$ cat src/include/ppc_map.svh
`ifndef PPC_MAP_SVH
`define PPC_MAP_SVH
// ***********************************************************
// Register word offsets (byte addresses on the APB)
// ***********************************************************
`define OFF_CTRL      8'h00
`define OFF_CTRL_CLR  8'h04
`define OFF_CTRL_SET  8'h08
`define OFF_CTRL_INV  8'h0c
`define OFF_MODE      8'h10
`define OFF_ADDR      8'h20
`define OFF_WDATA     8'h30
`define OFF_RCMD      8'h34
`define OFF_RDATA     8'h38
`define OFF_STAT      8'h40
// ***********************************************************
// Control register fields, masks and reset values
// ***********************************************************
`define CTRL_WMASK    32'h0000_bffb
`define CTRL_RESET    32'h0000_0000
`define B_ON          15
`define B_STOP_IN_IDLE        13
`define B_MUX_HI      12
`define B_MUX_LO      11
`define B_WREN        9
`define B_RDEN        8
`define B_CSF_HI      7
`define B_CSF_LO      6
`define B_ALP         5
`define B_CHIP_SELECT2_POLARITY        4
`define B_CS1P        3
`define B_WRSP        1
`define B_RDSP        0
`define MUX_SEP       2'b00
`define MUX_LO8       2'b01
`define MUX_ALL16     2'b10
`define MUX_WIDE      2'b11
`define CSF_ADDR      2'b00
`define CSF_CS2       2'b01
`define CSF_BOTH      2'b10
// ***********************************************************
// Mode register fields and buffer shape
// ***********************************************************
`define MODE_RESET    3'h0
`define B_DATA16      0
`define B_COMBINED    1
`define B_FREEZE      2
`define FIFO_DEPTH    8
`define XFER_W        33
`endif

$ cat src/include/ppc_pkg.sv
package ppc_pkg;
  // ***********************************************************
  // Bus cycle phases toward the external peripheral
  // ***********************************************************
  typedef enum logic [2:0]
  {
    PH_IDLE   = 3'b000,
    PH_ALO    = 3'b001,
    PH_AHI    = 3'b010,
    PH_STROBE = 3'b011,
    PH_DONE   = 3'b100
  } phase_t;
  // One queued off-chip access
  typedef struct packed
  {
    logic        rd;
    logic [15:0] addr;
    logic [15:0] data;
  } xfer_t;
  // Everything the port drives toward the pins except the address and strobe drive enables
  typedef struct packed
  {
    logic [15:0] pd;
    logic [15:0] pd_oe;
    logic [15:0] pa;
    logic        cs1;
    logic        cs2;
    logic        all;
    logic        alh;
    logic        wr;
    logic        rd;
  } pins_t;
endpackage

$ cat src/logic/ppc_fifo.sv
`include "ppc_map.svh"
module ppc_fifo #(
  parameter int WIDTH = `XFER_W,
  parameter int DEPTH = `FIFO_DEPTH
) (
  input  logic                     pclk,      // Bus clock
  input  logic                     presetn,   // Async reset, low
  input  logic [WIDTH-1:0]         in_data,   // Word to store
  input  logic                     in_valid,  // Word offered
  output logic                     in_ready,  // Room left
  output logic [WIDTH-1:0]         out_data,  // Oldest word
  output logic                     out_valid, // Word held
  input  logic                     out_ready, // Word taken
  output logic [$clog2(DEPTH):0]   level      // Words held
);
  // ***********************************************************
  // Pointers carry one extra bit so full and empty differ
  // ***********************************************************
  localparam int AW = $clog2(DEPTH);
  logic [WIDTH-1:0] mem_ff [DEPTH];  // Storage, flip-flops
  logic [AW:0]      wr_ptr_ff;       // Write pointer
  logic [AW:0]      rd_ptr_ff;       // Read pointer
  logic             push;            // Word stored this edge
  logic             pop;             // Word removed this edge

  assign level     = wr_ptr_ff - rd_ptr_ff;
  assign in_ready  = level != (AW + 1)'(DEPTH);
  assign out_valid = level != '0;
  assign out_data  = mem_ff[rd_ptr_ff[AW-1:0]];
  assign push      = in_valid & in_ready;
  assign pop       = out_valid & out_ready;

  // Data storage needs no reset; level guards stale words
  always_ff @(posedge pclk)
  begin
    if (push)
    begin
      mem_ff[wr_ptr_ff[AW-1:0]] <= in_data;
    end
  end

  // Pointer updates; DEPTH must be a power of two
  always_ff @(posedge pclk or negedge presetn)
  begin
    if (!presetn)
    begin
      wr_ptr_ff <= '0;
      rd_ptr_ff <= '0;
    end
    else
    begin
      wr_ptr_ff <= wr_ptr_ff + (AW + 1)'(push);
      rd_ptr_ff <= rd_ptr_ff + (AW + 1)'(pop);
    end
  end
endmodule

$ cat src/logic/ppc_pin_format.sv
`include "ppc_map.svh"
module ppc_pin_format
  import ppc_pkg::*;
(
  input  phase_t      phase, // Current cycle phase
  input  xfer_t       cur,   // Access in flight
  input  logic [31:0] ctrl,  // Control register
  input  logic [2:0]  mode,  // Mode register
  output pins_t       pins   // Next pin levels
);
  // ***********************************************************
  // Pin levels for each phase, before output registering
  // ***********************************************************
  always_comb
  begin
    logic [1:0] mux;
    logic [1:0] chip_select_function;
    logic       act;
    logic       st;
    logic       lo;
    logic       hi;
    logic       d16;
    mux  = ctrl[`B_MUX_HI:`B_MUX_LO];
    chip_select_function  = ctrl[`B_CSF_HI:`B_CSF_LO];
    act  = phase != PH_IDLE;
    st   = phase == PH_STROBE;
    lo   = phase == PH_ALO;
    hi   = (phase == PH_AHI) | (lo & (mux == `MUX_WIDE));
    d16  = mode[`B_DATA16];
    pins = '0;
    // Address lines carry what the data lines do not
    if (mux == `MUX_SEP)
      pins.pa = cur.addr;
    else if (mux == `MUX_ALL16)
      pins.pa = 16'h0000;
    else
      pins.pa = {cur.addr[15:8], 8'h00};
    // Data lines: address phases, then write data held to the end
    unique case (phase)
      PH_ALO:
      begin
        pins.pd    = {8'h00, cur.addr[7:0]};
        pins.pd_oe = (mux == `MUX_WIDE) ? 16'hffff : 16'h00ff;
      end
      PH_AHI:
      begin
        pins.pd    = {8'h00, cur.addr[15:8]};
        pins.pd_oe = 16'h00ff;
      end
      PH_STROBE, PH_DONE:
      begin
        if (!cur.rd)
        begin
          pins.pd    = d16 ? cur.data : {8'h00, cur.data[7:0]};
          pins.pd_oe = d16 ? 16'hffff : 16'h00ff;
        end
      end
      PH_IDLE:
      begin
        pins.pd    = 16'h0000;
        pins.pd_oe = 16'h0000;
      end
      default:
      begin
        pins.pd    = 16'h0000;
        pins.pd_oe = 16'h0000;
      end
    endcase
    pins.all = ctrl[`B_ALP] ? lo : ~lo;
    pins.alh = ctrl[`B_ALP] ? hi : ~hi;
    // Lines in address use ignore function polarity bits
    if (chip_select_function == `CSF_BOTH)
      pins.cs1 = ctrl[`B_CS1P] ? act : ~act;
    else
      pins.cs1 = cur.addr[14];
    if (chip_select_function == `CSF_CS2 || chip_select_function == `CSF_BOTH)
      pins.cs2 = ctrl[`B_CHIP_SELECT2_POLARITY] ? act : ~act;
    else
      pins.cs2 = cur.addr[15];
    // Strobe schemes: direction plus enable, or split strobes
    if (mode[`B_COMBINED])
    begin
      pins.rd = cur.rd;
      pins.wr = ctrl[`B_WRSP] ? st : ~st;
    end
    else
    begin
      pins.rd = ctrl[`B_RDSP] ? (st & cur.rd) : ~(st & cur.rd);
      pins.wr = ctrl[`B_WRSP] ? (st & ~cur.rd) : ~(st & ~cur.rd);
    end
  end
endmodule

$ cat src/logic/parallel_master_module.sv
// Behaviour
// Enable bit 15 gates all off-chip access
// Stop-in-idle bit 13 halts during Idle
// Mux field 12:11 places address on lines
// Bit 9 enables write/enable strobe pin
// Bit 8 enables read/direction strobe pin
// Field 7:6 picks chip select or address
// Bit 5 sets both latch strobe polarities
// Bit 4 sets chip select 2 polarity
// Address-mode pins ignore function and polarity
// Software avoids access right after disable
// Bits 31:16 and 14 read zero
// Data width selectable, 8 or 16
// Sixteen address lines, two chip selects
// Split strobes or direction plus enable
// Port keeps running in Sleep/Idle
// Clear, set, invert companion addresses
// Freeze halts port under debug halt
// Reset clears every control bit
//
// The APB slave port and the address map were chosen for this implementation.
`include "ppc_map.svh"
module parallel_master_module
  import ppc_pkg::*;
(
  input  logic        pclk,                      // Bus clock, 100 MHz
  input  logic        presetn,                   // Async reset, low
  input  logic [7:0]  paddr,                     // APB byte address
  input  logic        psel,                      // APB select
  input  logic        penable,                   // APB access phase
  input  logic        pwrite,                    // APB direction
  input  logic [31:0] pwdata,                    // APB write data
  output logic        pready,                    // APB ready
  output logic [31:0] prdata,                    // APB read data
  output logic        pslverr,                   // APB error
  input  logic        idle_mode,                 // Processor in Idle
  input  logic        debug_halt,                // Debugger halted core
  input  logic [15:0] parallel_data_lines_in,    // Data pins in
  output logic [15:0] parallel_data_lines_out,   // Data pins out
  output logic [15:0] parallel_data_lines_oe,    // Data pins drive
  output logic [15:0] parallel_address_lines,    // Address pins
  output logic        parallel_address_lines_oe, // Address/select drive
  output logic        chip_select_line_1,        // Select 1 or A14
  output logic        chip_select_line_2,        // Select 2 or A15
  output logic        addr_latch_low_strobe,     // Low address latch
  output logic        addr_latch_high_strobe,    // High address latch
  output logic        write_strobe_pin,          // Write or enable
  output logic        write_strobe_pin_oe,       // Write pin drive
  output logic        read_strobe_pin,           // Read or direction
  output logic        read_strobe_pin_oe         // Read pin drive
);
  // ***********************************************************
  // Declarations
  // ***********************************************************
  logic [31:0] ctrl_ff;      // Control register
  logic [2:0]  mode_ff;      // Width, strobe scheme, freeze
  logic [15:0] addr_ff;      // Address for next queued access
  logic [15:0] rdata_ff;     // Last data read off chip
  logic [31:0] prdata_ff;    // Read word caught in setup
  phase_t      phase_ff;     // Cycle phase
  phase_t      nxt_phase;    // Next cycle phase
  xfer_t       cur_ff;       // Access in flight
  pins_t       fmt;          // Formatted pin levels
  pins_t       pins_ff;      // Registered pin levels
  logic        pin_on_ff;    // Drive enable for address/select
  logic        wr_oe_ff;     // Write strobe pin drive
  logic        rd_oe_ff;     // Read strobe pin drive
  logic        setup;        // APB setup cycle
  logic        access;       // APB access cycle
  logic        push_sel;     // Address queues an access
  logic        wr_en;        // Write takes effect this edge
  logic        running;      // Port may start a cycle
  logic        start;        // Queued access taken now
  logic        fifo_in_rdy;  // Buffer has room
  logic        fifo_out_vld; // Buffer holds an access
  logic [3:0]  fifo_level;   // Words buffered
  xfer_t       fifo_in;      // Access offered to buffer
  xfer_t       fifo_out;     // Oldest buffered access
  logic [1:0]  mux;          // Address/data mux field

  // ***********************************************************
  // Helpers
  // ***********************************************************
  // Write, clear, set or invert through the companion words
  function automatic logic [31:0] apply_cmp(input logic [31:0] old,
                                            input logic [31:0] wd,
                                            input logic [7:0]  a);
    logic [31:0] m;
    m = wd & `CTRL_WMASK;
    unique case (a)
      `OFF_CTRL_CLR: apply_cmp = old & ~m;
      `OFF_CTRL_SET: apply_cmp = old | m;
      `OFF_CTRL_INV: apply_cmp = old ^ m;
      default:       apply_cmp = m;
    endcase
  endfunction

  // Decodes every address the slave answers
  function automatic logic is_mapped(input logic [7:0] a);
    is_mapped = (a == `OFF_CTRL) || (a == `OFF_CTRL_CLR) ||
                (a == `OFF_CTRL_SET) || (a == `OFF_CTRL_INV) ||
                (a == `OFF_MODE) || (a == `OFF_ADDR) ||
                (a == `OFF_WDATA) || (a == `OFF_RCMD) ||
                (a == `OFF_RDATA) || (a == `OFF_STAT);
  endfunction

  // ***********************************************************
  // APB slave
  // ***********************************************************
  assign setup    = psel & ~penable;
  assign access   = psel & penable;
  assign push_sel = (paddr == `OFF_WDATA) || (paddr == `OFF_RCMD);
  // A queueing write waits while the buffer is full
  assign pready   = ~(push_sel & pwrite) | fifo_in_rdy;
  assign wr_en    = access & pwrite & pready;
  assign pslverr  = access & ~is_mapped(paddr);
  assign prdata   = prdata_ff;
  assign mux      = ctrl_ff[`B_MUX_HI:`B_MUX_LO];

  // Read word is caught in setup so access ends at once
  always_ff @(posedge pclk or negedge presetn)
  begin
    if (!presetn)
      prdata_ff <= 32'h0000_0000;
    else if (setup && !pwrite)
    begin
      unique case (paddr)
        `OFF_CTRL, `OFF_CTRL_CLR, `OFF_CTRL_SET, `OFF_CTRL_INV:
          prdata_ff <= ctrl_ff & `CTRL_WMASK;
        `OFF_MODE:  prdata_ff <= {29'h0000_0000, mode_ff};
        `OFF_ADDR:  prdata_ff <= {16'h0000, addr_ff};
        `OFF_RDATA: prdata_ff <= {16'h0000, rdata_ff};
        `OFF_STAT:
          prdata_ff <= {25'h000_0000, phase_ff != PH_IDLE, ~fifo_in_rdy,
                        ~fifo_out_vld, fifo_level};
        default:    prdata_ff <= 32'h0000_0000;
      endcase
    end
  end

  // Control register, write and companion words
  always_ff @(posedge pclk or negedge presetn)
  begin
    if (!presetn)
      ctrl_ff <= `CTRL_RESET;
    else if (wr_en && (paddr == `OFF_CTRL || paddr == `OFF_CTRL_CLR ||
                       paddr == `OFF_CTRL_SET || paddr == `OFF_CTRL_INV))
      ctrl_ff <= apply_cmp(ctrl_ff, pwdata, paddr);
  end

  // Mode and address registers
  always_ff @(posedge pclk or negedge presetn)
  begin
    if (!presetn)
    begin
      mode_ff <= `MODE_RESET;
      addr_ff <= 16'h0000;
    end
    else if (wr_en)
    begin
      if (paddr == `OFF_MODE)
        mode_ff <= pwdata[2:0];
      if (paddr == `OFF_ADDR)
        addr_ff <= pwdata[15:0];
    end
  end

  // ***********************************************************
  // Access buffer
  // ***********************************************************
  assign fifo_in = '{rd: paddr == `OFF_RCMD, addr: addr_ff, data: pwdata[15:0]};

  ppc_fifo #(
    .WIDTH (`XFER_W),
    .DEPTH (`FIFO_DEPTH)
  ) u_fifo (
    .pclk      (pclk),
    .presetn   (presetn),
    .in_data   (fifo_in),
    .in_valid  (access & pwrite & push_sel),
    .in_ready  (fifo_in_rdy),
    .out_data  (fifo_out),
    .out_valid (fifo_out_vld),
    .out_ready (start),
    .level     (fifo_level)
  );

  // ***********************************************************
  // Cycle engine
  // ***********************************************************
  // Idle and debug halts only stop new cycles; one in flight ends
  assign running = ctrl_ff[`B_ON]
                 & ~(ctrl_ff[`B_STOP_IN_IDLE] & idle_mode)
                 & ~(mode_ff[`B_FREEZE] & debug_halt);
  assign start   = (phase_ff == PH_IDLE) & running & fifo_out_vld;

  // Next phase; separate pins skip the latch phases
  always_comb
  begin
    nxt_phase = phase_ff;
    unique case (phase_ff)
      PH_IDLE:
        if (start)
          nxt_phase = (mux == `MUX_SEP) ? PH_STROBE : PH_ALO;
      PH_ALO:
        nxt_phase = (mux == `MUX_ALL16) ? PH_AHI : PH_STROBE;
      PH_AHI:
        nxt_phase = PH_STROBE;
      PH_STROBE:
        nxt_phase = PH_DONE;
      PH_DONE:
        nxt_phase = PH_IDLE;
      default:
        nxt_phase = PH_IDLE;
    endcase
  end

  // Phase register; clearing the enable abandons the cycle
  always_ff @(posedge pclk or negedge presetn)
  begin
    if (!presetn)
      phase_ff <= PH_IDLE;
    else if (!ctrl_ff[`B_ON])
      phase_ff <= PH_IDLE;
    else
      phase_ff <= nxt_phase;
  end

  // Access in flight, loaded as it leaves the buffer
  always_ff @(posedge pclk or negedge presetn)
  begin
    if (!presetn)
      cur_ff <= '0;
    else if (start)
      cur_ff <= fifo_out;
  end

  // Read data sampled while the strobe stands on the pins
  always_ff @(posedge pclk or negedge presetn)
  begin
    if (!presetn)
      rdata_ff <= 16'h0000;
    else if (phase_ff == PH_DONE && cur_ff.rd)
      rdata_ff <= mode_ff[`B_DATA16] ? parallel_data_lines_in
                : {8'h00, parallel_data_lines_in[7:0]};
  end

  // ***********************************************************
  // Pin drive
  // ***********************************************************
  ppc_pin_format u_fmt (
    .phase (phase_ff),
    .cur   (cur_ff),
    .ctrl  (ctrl_ff),
    .mode  (mode_ff),
    .pins  (fmt)
  );

  // Pins are registered so they never glitch on decode
  always_ff @(posedge pclk or negedge presetn)
  begin
    if (!presetn)
    begin
      pins_ff   <= '0;
      pin_on_ff <= 1'b0;
      wr_oe_ff  <= 1'b0;
      rd_oe_ff  <= 1'b0;
    end
    else
    begin
      pins_ff       <= fmt;
      pins_ff.pd_oe <= ctrl_ff[`B_ON] ? fmt.pd_oe : 16'h0000;
      pin_on_ff     <= ctrl_ff[`B_ON];
      wr_oe_ff      <= ctrl_ff[`B_ON] & ctrl_ff[`B_WREN];
      rd_oe_ff      <= ctrl_ff[`B_ON] & ctrl_ff[`B_RDEN];
    end
  end

  assign parallel_data_lines_out   = pins_ff.pd;
  assign parallel_data_lines_oe    = pins_ff.pd_oe;
  assign parallel_address_lines    = pins_ff.pa;
  assign parallel_address_lines_oe = pin_on_ff;
  assign chip_select_line_1        = pins_ff.cs1;
  assign chip_select_line_2        = pins_ff.cs2;
  assign addr_latch_low_strobe     = pins_ff.all;
  assign addr_latch_high_strobe    = pins_ff.alh;
  assign write_strobe_pin          = pins_ff.wr;
  assign write_strobe_pin_oe       = wr_oe_ff;
  assign read_strobe_pin           = pins_ff.rd;
  assign read_strobe_pin_oe        = rd_oe_ff;
endmodule

$ cat config.mk
export PLATFORM = sky130hd
export DESIGN_NAME = parallel_master_module
export DESIGN_NICKNAME = d
export VERILOG_FILES = /design/src/include/ppc_pkg.sv /design/src/logic/ppc_fifo.sv /design/src/logic/ppc_pin_format.sv /design/src/logic/parallel_master_module.sv
export VERILOG_INCLUDE_DIRS = /design/src /design/src/include
export SDC_FILE = /design/constraint.sdc
export NUM_CORES = 1
export LEC_CHECK = 0
export BUFFER_PORTS_ARGS = -buffer_cell sky130_fd_sc_hd__buf_2
export CORE_ASPECT_RATIO = 1.5
export CORE_MARGIN = 10
export CORE_UTILIZATION = 25
export DETAILED_ROUTE_END_ITERATION = 10
export SLEW_MARGIN = 20
export SYNTH_ARGS = -nofsm -noshare
export SYNTH_HDL_FRONTEND = slang
export SYNTH_HIERARCHICAL = 1
export SYNTH_SLANG_ARGS = --single-unit
$ cat constraint.sdc
create_clock -name pclk -period 6.8 [get_ports pclk]
set_input_delay 1.36 -clock pclk [delete_from_list [all_inputs] [get_ports pclk]]
set_output_delay 1.36 -clock pclk [all_outputs]
set_load 0.05 [all_outputs]
# == Word level (Yosys, flattened, before mapping) ==
# Memories as Yosys holds them, arrays and structs flattened. A register that Yosys moved wholly into a read port is not among the register bits.
# Cells that the tools add are included.
# classes
n_reduce_logical,25
mux,28
n_eq_ne,19
addsub,3
n_bitwise,40
# op_table
cell,count
$pmux 32 s3,2
$mux 16,7
$pmux 16 s5,1
$and 32x32->32,1
$eq 8x6->1 const B,4
$mux 32,1
$not 16->32,1
$or 32x16->32,1
$xor 32x16->32,1
$and 1x1->1,20
$eq 8x4->1 const B,2
$not 1->1,14
$mux 1,12
$pmux 3 s4,1
$logic_or 1x1->1,11
$add 4x1->4,2
$eq 8x3->1 const B,1
$eq 8x5->1 const B,1
$eq 8x7->1 const B,1
$logic_not 8->1,1
$eq 2x2->1 const B,3
$eq 3x2->1 const B,2
$mux 3,2
$mux 2,2
16 further kinds,21
# word_totals
word_cells,136
ram_bits,264
out_inout_bits,91
input_bits,63
n_memories,1
reg_bits,167
# mem_list
name,depth,width,rd,rd_ports_with_merged_regs,write_ports,line,rtl
u_fifo.mem_ff,8,33,1,1,1,ppc_fifo.sv:20,logic [WIDTH-1:0] mem_ff [DEPTH];

# == Longest topological paths before layout ==
# Gate-level depths: netlist of run 1.
# depth
ltp_word,12
ltp_mapped,18
mapped_depth_nobuf,14

# == Cells and area by module ==
# Netlist of run 1, hierarchy kept.
# modules_own_cells
module,n_inst,cells_per_inst,area_per_inst_um2,seq_area_each_um2
ppc_fifo,1,505,10507.6,8127.8
parallel_master_module,1,553,6810.3,3953.8
ppc_pin_format,1,84,601.8,0.0

# == Worst setup path before layout of run 1 ==
# OpenSTA, ideal clock, no wires.
# synth_timing
path_kind,input-to-reg
startpoint,input paddr[6]
endpoint,memory u_fifo/mem_ff[7][0] (netlist bit) (enable)
cell_stages,5
required_time_ns,6.336
arrival_time_ns,4.383
path_slack_ns,1.952
setup_ns,0.464
n_path_buf,0
cell_sequence,and4bb_2 -> nand2_1 -> nor2_1 -> nand2_1 -> nor3_1
# synth_via
elab_chain_cells,6
elab_cells_between_ends,7
cone_classes,2 x eq/ne; 2 x mux; 2 x bitwise; 1 x reduce/logical
# synth_rtl
element,line,rtl
from (decl),parallel_master_module.sv:28,"input logic [7:0] paddr,"
$eq 8x6->1 (no line),--,
$logic_or 1x1->1 (*),parallel_master_module.sv:112,assign push_sel = (paddr == `OFF_WDATA) || (paddr == `OFF_RCMD);
$and 1x1->1 (*),parallel_master_module.sv:180,".in_valid (access & pwrite & push_sel),"
$and 1x1->1 (*),ppc_fifo.sv:30,assign push = in_valid & in_ready;
$mux 1 (*),ppc_fifo.sv:36,if (push)
$mux 1 (not written as such) (*),ppc_fifo.sv:38,mem_ff[wr_ptr_ff[AW-1:0]] <= in_data;
to (decl),ppc_fifo.sv:20,
# Mark *: on every way between the ends. The rest lies on a longest branch, timed or not.

# == Final worst setup path of run 1 ==
# layout_timing
startpoint,register u_fifo.rd_ptr_ff[0]
endpoint,output pready
# layout_via
elab_chain_cells,3
# layout_rtl
element,line,rtl
from (decl),ppc_fifo.sv:22,logic [AW:0] rd_ptr_ff;
from (signal assigned),ppc_fifo.sv:53,rd_ptr_ff <= rd_ptr_ff + (AW + 1)'(pop);
$sub 4x4->4,ppc_fifo.sv:26,assign level = wr_ptr_ff - rd_ptr_ff;
named net fifo_level[2],parallel_master_module.sv:76,logic [3:0] fifo_level;
$ne 4x4->1,ppc_fifo.sv:27,assign in_ready = level != (AW + 1)'(DEPTH);
named net fifo_in_rdy,parallel_master_module.sv:74,logic fifo_in_rdy;
$or 1x1->1,parallel_master_module.sv:114,assign pready = ~(push_sel & pwrite) | fifo_in_rdy;
to (decl),parallel_master_module.sv:33,"output logic pready,"
# The timed path passes the listed nets, and every way through them passes these cells.

==> impl_metrics.ini, run 1 <==
[route]
initialDrtViolationCount = 712
postRouteAntennaNets = 0
vias = 10200
first_pass_iters = 5
avgViaCountPerCell = 4.60
wl_per_cell_um = 20.7
drc = 0
finalWirelength_um = 45700

[floorplanning]
die_w_um = 239
start_util_pct = 25.2
die_y_um = 348
design.die.area_mm2 = 0.0830
io_pins = 154
core-area_mm2 = 0.0712
rows = 120

[synthesis]
synthFlopType = edfxtp_1
synth-edff-count = 264
synth_area_mm2 = 0.0179
ys_warn_count = 6
synth_cells = 1142
avgSynthCellArea_um2 = 15.7
ys_types = 63
ys_ff_latch = 430
yosysSeqAreaShare_pct = 67.4
synthArstFlopShare_pct = 38.6

[clock_network]
clk_pin_slew_ns = 0.06
cts_tree = yes
post_cts_buffers = 0
cts_buffers = 44
htreeDepth = 2
cts_resized = 0
hold_buffers = 0
clockBufferDepth = 3
worstSkewPairLatency_ns = 0.58
root_buffer = clkbuf_16
cts.sink_count = 430

[timing]
worst_slew_pin_slew_ns = 1.04
drv_slew = 0
min_period_over_period_pct = 78.5
setup_viol = 0
fin_skew_ns = 0.0157
rsz0062_at_grt = no
setup_tns_ns = 0
timing.fmax_mhz = 187
hold_violations = 0
period_minus_slack_ns = 5.34
slew_headroom_pct = 30.7
timing.hold.ws_ns = 0.474

[global_routing]
grt.total_usage_pct = 11.0
antenna_found_initial = 4
grt_overflow = 0
grt_pass1_wl_um = 68800
grt_pass1_vias = 10400
grt_max_degree = 69

[power]
vdd_drop_max_mv = 0.162
power_density_mw_per_mm2 = 268
power_mw = 5.60
p_leak_nw = 8.35

[hold_path]
hp-class = flop to flop

[placed_design]
hpwl_um = 30500
numPortBuffers = 121
post_dp_cell_area_mm2 = 0.0194
gp_congestion = 0.794

[final_layout]
stdcell_area_mm2 = 0.0209
final_layout_size_suffix_gt1_share_pct = 27.6
fin_util_pct = 29.3
syn2layout_area_growth_pct = 16.4
fin_nets = 1359

[critical_path]
cp_data_arrival_time_ns = 3.98
startpoint_type = flop
cpPeakStageDelay_ns = 0.91
critical_path_class = flop to primary output
cpMostUsedCell = inv_1
cp_cell_sequence = ha_1, inv_1, fa_1, xor2_1, nor3_2, and3b_1, inv_1, inv_1, nand4_1, buf_2
crit_fanout = 37
crit_family = simple AND/OR/NAND/NOR gates
critPathRequiredTime_ns = 5.44
path_buf_inv = 4
cp_slowest_cell = dfrtp_4
endpoint_kind = primary output

[run]
cap_violations = 0

[status]
status = finished, final reports clean
[layer usage]
layer | up-vias | routed length, µm | track usage [%]
met4 | 4 | 1390 | 3.96
met5 | - | 27 | 0
met1 | 5225 | 19000 | 13.7
met2 | 359 | 21600 | 17.7
met3 | 81 | 3670 | 3.23
li1 | 4492 | - | -
[per-stage QoR]
stage	instances	setup WS (ns)
floorplan	1157	1.95
global placement	2128	1.93
detailed placement	2128	2.01
CTS	2210	1.37
global route	2210	1.16
finish	2211	1.46
[cells in the mapped netlist, drive strengths merged, types with 2 or more instances]
| cell type | number | area share (%) |
|---|---|---|
| nor3 | 13 | 0.52 |
| nand3 | 6 | 0.17 |
| a221oi | 6 | 0.29 |
| nor4 | 3 | 0.21 |
| and4 | 3 | 0.15 |
| a2bb2oi | 8 | 0.39 |
| o211ai | 3 | 0.13 |
| nand4 | 9 | 0.31 |
| nor2b | 2 | 0.070 |
| o21ai | 12 | 0.34 |
| a222oi | 9 | 0.50 |
| nor4b | 6 | 0.43 |
| xnor2 | 5 | 0.24 |
| buf | 65 | 2.5 |
| and2 | 36 | 1.3 |
| a21oi | 30 | 0.84 |
| a41oi | 3 | 0.15 |
| inv | 39 | 0.82 |
| a32oi | 7 | 0.34 |
| nor3b | 5 | 0.24 |
| a21o | 15 | 0.63 |
| a22o | 11 | 0.54 |
| dfrtp | 166 | 23 |
| ha | 36 | 2.5 |
| nand2 | 131 | 2.7 |
| nand2b | 10 | 0.35 |
| mux2 | 60 | 3.8 |
| a22oi | 10 | 0.42 |
| and3 | 12 | 0.42 |
| nor2 | 26 | 0.54 |
| edfxtp | 264 | 44 |
| clkbuf | 21 | 0.44 |
| a31oi | 18 | 0.66 |
| or4 | 2 | 0.084 |
| mux4 | 66 | 8.3 |
| xor2 | 6 | 0.29 |
| and3b | 2 | 0.12 |
[report_power, final]
group	switching [mW]	internal (mW)
Combinational	0.253	0.0915
Clock	1.00	1.37
Sequential	0.0613	2.82
Total	1.31	4.29
[flip-flops by register name (all words and copies together), names as in the netlist, 3 cells and up]
register,count
addr_ff,16
ctrl_ff,14
cur_ff,33
mode_ff,3
parallel_address_lines,16
parallel_data_lines_oe,16
parallel_data_lines_out,16
phase_ff,3
prdata,16
rdata_ff,16
u_fifo/mem_ff,264
u_fifo/rd_ptr_ff,4
u_fifo/wr_ptr_ff,4
[cell usage in the layout (no fill, tap or decap), types with 15 or more instances in the layout]
| master | instances |
|---|---|
| dfrtp_1 | 164 |
| edfxtp_1 | 264 |
| buf_2 | 120 |
| and2_1 | 35 |
| nor2_1 | 26 |
| ha_1 | 36 |
| mux2_2 | 60 |
| nand2_1 | 131 |
| mux4_2 | 66 |
| a21o_1 | 15 |
| buf_4 | 21 |
| a21oi_1 | 30 |
| clkbuf_16 | 45 |
| conb_1 | 16 |
| inv_1 | 39 |
| a31oi_1 | 17 |
[worst paths after layout]
kind,start,end,slack [ns],cells past startpoint
setup / recovery,u_fifo/rd_ptr_ff[0],pready,1.46,10
hold / removal,cur_ff[1],parallel_data_lines_out[1],0.47,1
setup reg to reg,u_fifo/rd_ptr_ff[0],addr_ff[3],2.40,12
hold reg to reg,cur_ff[1],parallel_data_lines_out[1],0.47,1
max in group asynchronous,presetn,parallel_address_lines[9],4.87,2
min in group asynchronous,presetn,read_strobe_pin_oe,0.72,1
[final cells by class]
type                       count  area [µm²]
antenna                        1        2.50
clock buffer                  62        1250
clock inverter                20         178
fill                        7120       50300
inverter                      40         150
multi-input combinational    601        5280
sequential                   430       12100
tap                          915        1140
timing repair buffer         142         769
[cells by family after synthesis]
family / after synthesis / share of synthesized area (%)
other: 1 / 0.0209
adder cells (fa/ha/maj): 37 / 2.63
flip-flops: 430 / 67.4
AND/OR/NAND/NOR: 271 / 7.86
XOR/XNOR: 11 / 0.538
AO/OA/AOI/OAI: 139 / 5.60
buffers and inverters: 126 / 3.81
multiplexers: 127 / 12.1
Power figures use the tool's default switching activity.
==> run 2, diff against run 1 <==
--- a/config.mk
+++ b/config.mk
@@ -6,6 +6,7 @@
 export SDC_FILE = /design/constraint.sdc
 export NUM_CORES = 1
 export LEC_CHECK = 0
+export ABC_AREA = 1
 export BUFFER_PORTS_ARGS = -buffer_cell sky130_fd_sc_hd__buf_2
 export CORE_ASPECT_RATIO = 1.5
 export CORE_MARGIN = 10
==> constraint.sdc (replaced) <==
create_clock -name pclk -period 5 [get_ports pclk]
set_input_delay 1 -clock pclk [delete_from_list [all_inputs] [get_ports pclk]]
set_output_delay 1 -clock pclk [all_outputs]
set_load 0.05 [all_outputs]
==> run 2 against run 1 <==
  * Critical path depth shrank 1
  * Global-route usage rose by 1.1 points
  * First-iteration DRC count rose by 20%
  * Worst setup slack got worse by 0.66 ns
  * Synthesized area increased by 5.6%
  * Clock-buffer cell count is 11 lower
  * Critical path type unchanged
  * Largest power group unchanged
==> impl_metrics.ini, run 2 <==
[synthesis]
avgSynthCellArea_um2 = 10.2
synth_cells = 1851
synthFlopType = edfxtp_1
yosys-top-cells-area = edfxtp_1 42%, dfrtp_1 22%, nand2_1 11%
synth-edff-count = 264
synth_area_mm2 = 0.0189
ys_ff_latch = 430
synthArstFlopShare_pct = 38.6
yosysMostFrequentCell = nand2_1
netlist_top_cells_count = 533 x nand2_1, 264 x edfxtp_1, 166 x dfrtp_1, 163 x inv_1, 156 x o21ai_0
ys_warn_count = 6
synth_top_cell_area_share_pct = 41.9
yosysSeqAreaShare_pct = 63.8
synth_top_area_cell = edfxtp_1
ys_types = 40

[final_layout]
final_layout_size_suffix_gt1_share_pct = 15.0
stdcell_area_mm2 = 0.0218
largest_reg_flops = 264
final_cell_mix = 533 x nand2_1, 264 x edfxtp_1, 165 x dfrtp_1, 163 x inv_1, 156 x o21ai_0
syn2layout_area_growth_pct = 15.0
layoutNonFillerInstCount = 2979
fin_nets = 2040
final_common_cell = nand2_1

[clock_network]
cts_resized = 0
cts_tree = yes
clk_pin_slew_ns = 0.06
htreeDepth = 2
hold_buffers = 0
worstSkewPairLatency_ns = 0.57
cts_buffers = 41
root_buffer = clkbuf_16
cts.sink_count = 430
clockBufferDepth = 3
post_cts_buffers = 0

[placed_design]
hpwl_um = 34200
gp_congestion = 0.842
placed_cells = 2897
post_dp_cell_area_mm2 = 0.0203
numPortBuffers = 121

[timing]
timing.fmax_mhz = 238
hold_violations = 0
min_period_over_period_pct = 83.9
setup_viol = 0
drv_slew = 0
fin_skew_ns = 0.0222
worst_slew_pin_slew_ns = 1.11
setup_tns_ns = 0
rsz0062_at_grt = no
period_minus_slack_ns = 4.20
slew_headroom_pct = 25.8

[floorplanning]
die_w_um = 245
design.die.area_mm2 = 0.0873
die_y_um = 357
rows = 123
start_util_pct = 25.2
core-area_mm2 = 0.0751
io_pins = 154

[power]
vdd_drop_max_mv = 0.216
p_comb_share_pct = 3.9
p_switching_mw = 1.65
power.internal_mw = 5.68
p_seq_share_pct = 52.4
p_clk_share_pct = 43.7
switching_share_pct = 22.6
power_density_mw_per_mm2 = 337
p_leak_nw = 9.47

[route]
wl_per_cell_um = 18.0
finalWirelength_um = 53500
initialDrtViolationCount = 851
drc = 0
first_pass_iters = 5
postRouteAntennaNets = 0
vias = 13100
avgViaCountPerCell = 4.40

[global_routing]
grt_overflow = 0
grt_max_degree = 105
antenna_found_initial = 5
grt_pass1_wl_um = 80900
grt_pass1_vias = 13000
grt.total_usage_pct = 12.1

[critical_path]
endpoint_kind = primary output
cp_data_arrival_time_ns = 3.20
startpoint_type = flop
cp_slowest_cell = dfrtp_4
cpPeakStageDelay_ns = 0.68
crit_fanout = 32
cp_cell_sequence = ha_1, inv_1, fa_1, or2_0, nor2_1, nand3_1, nor2_1, nand4_4, buf_2
critical_path_class = flop to primary output
critPathRequiredTime_ns = 4.00
crit_family = simple AND/OR/NAND/NOR gates
cpMostUsedCell = nor2_1
path_buf_inv = 2

[run]
cap_violations = 0

[status]
status = finished, final reports clean

[hold_path]
hp-class = primary input to asynchronous set/reset pin
-- run 2: cell types whose count changed after synthesis, sizes merged, moves of 15 or more --
cell,delta
nand2,+407
nor2,+184
o21ai,+164
inv,+129
nand3,+83
o22ai,+67
mux4,-66
mux2,-60
and2,-36
a21oi,-25
buf,+21
a31oi,-18
a21o,-15
-- run 2: path summary, 6_finish.rpt --
| check | depth (start not counted) | slack (ns) | start | end |
|---|---|---|---|---|
| worst max-delay path | 9 | 0.80 | u_fifo/rd_ptr_ff[0] | pready |
| worst min-delay path | 1 | 0.48 | presetn | parallel_address_lines[10] |
| worst max register to register | 16 | 1.18 | u_fifo/rd_ptr_ff[0] | u_fifo/rd_ptr_ff[2] |
| worst min register to register | 2 | 0.48 | prdata[15] | prdata[15] |
| max in group asynchronous | 2 | 3.38 | presetn | u_fifo/rd_ptr_ff[0] |
| min in group pclk | 2 | 0.48 | prdata[15] | prdata[15] |
-- run 2: cells by family (layout without fill, tap and decap cells) --
family,Yosys count,in the layout,share of synthesized area [%]
and+or+nand+nor,848,848,19.0
adders and majority gates,37,37,2.49
xor gates and xnor gates,5,5,0.231
AOI/OAI and AO/OA,250,250,7.24
buffers and inverters,280,387,7.20
DFF,430,430,63.8
other,1,22,0.0198
-- run 2: power groups by stage --
stage | clock network [mW] | registers (mW) | logic [mW]
after global routing | 3.40 | 3.84 | 0.317
final | 3.21 | 3.84 | 0.283
after floorplan | 0 | 3.94 | 0.135
after global placement | 0 | 3.91 | 0.284
after CTS | 3.27 | 3.84 | 0.289
after detailed placement | 0 | 3.91 | 0.288
-- run 2: worst register-to-register path: stages (launching register included) --
cell,delay (ns)
dfrtp_4,0.68
ha_1,0.24
inv_1,0.06
fa_1,0.47
or2_0,0.23
nor2_1,0.15
nand3_1,0.16
nand2_1,0.15
a21oi_1,0.08
nand2_1,0.08
buf_4,0.39
clkinv_1,0.29
nand2_1,0.12
inv_1,0.04
ha_1,0.20
ha_1,0.19
xor2_1,0.14
-- run 2: stage by stage --
step / hold slack [ns] / power [mW] / utilization [%] / setup slack [ns]
finish: 0.477 / 7.33 / 29.0 / 0.804
global route: 0.499 / 7.56 / 28.9 / 0.619
CTS: 0.481 / 7.40 / 28.9 / 0.810
detailed placement: 0.463 / 4.20 / 27.1 / 1.05
global placement: 0.460 / 4.20 / 27.1 / 1.06
floorplan: 0.432 / 4.07 / - / 1.22
-- run 2: routing by layer --
layer / GRT usage (%) / vias up / routed length [µm]
met2: 22.1 / 319 / 27800
met5: 0 / - / 0
met3: 1.52 / 108 / 2030
li1: - / 6222 / -
met1: 14.0 / 6473 / 21900
met4: 4.88 / 0 / 1870
-- run 2: layout make-up --
| cell class | count | area, µm² |
|---|---|---|
| Fill cell | 7938 | 53300 |
| Sequential cell | 430 | 12100 |
| Multi-Input combinational cell | 1156 | 5600 |
| Tap cell | 1000 | 1250 |
| Clock buffer | 51 | 1110 |
| Timing Repair Buffer | 141 | 764 |
| Inverter | 170 | 643 |
| Clock inverter | 25 | 285 |
| Antenna cell | 6 | 15.0 |
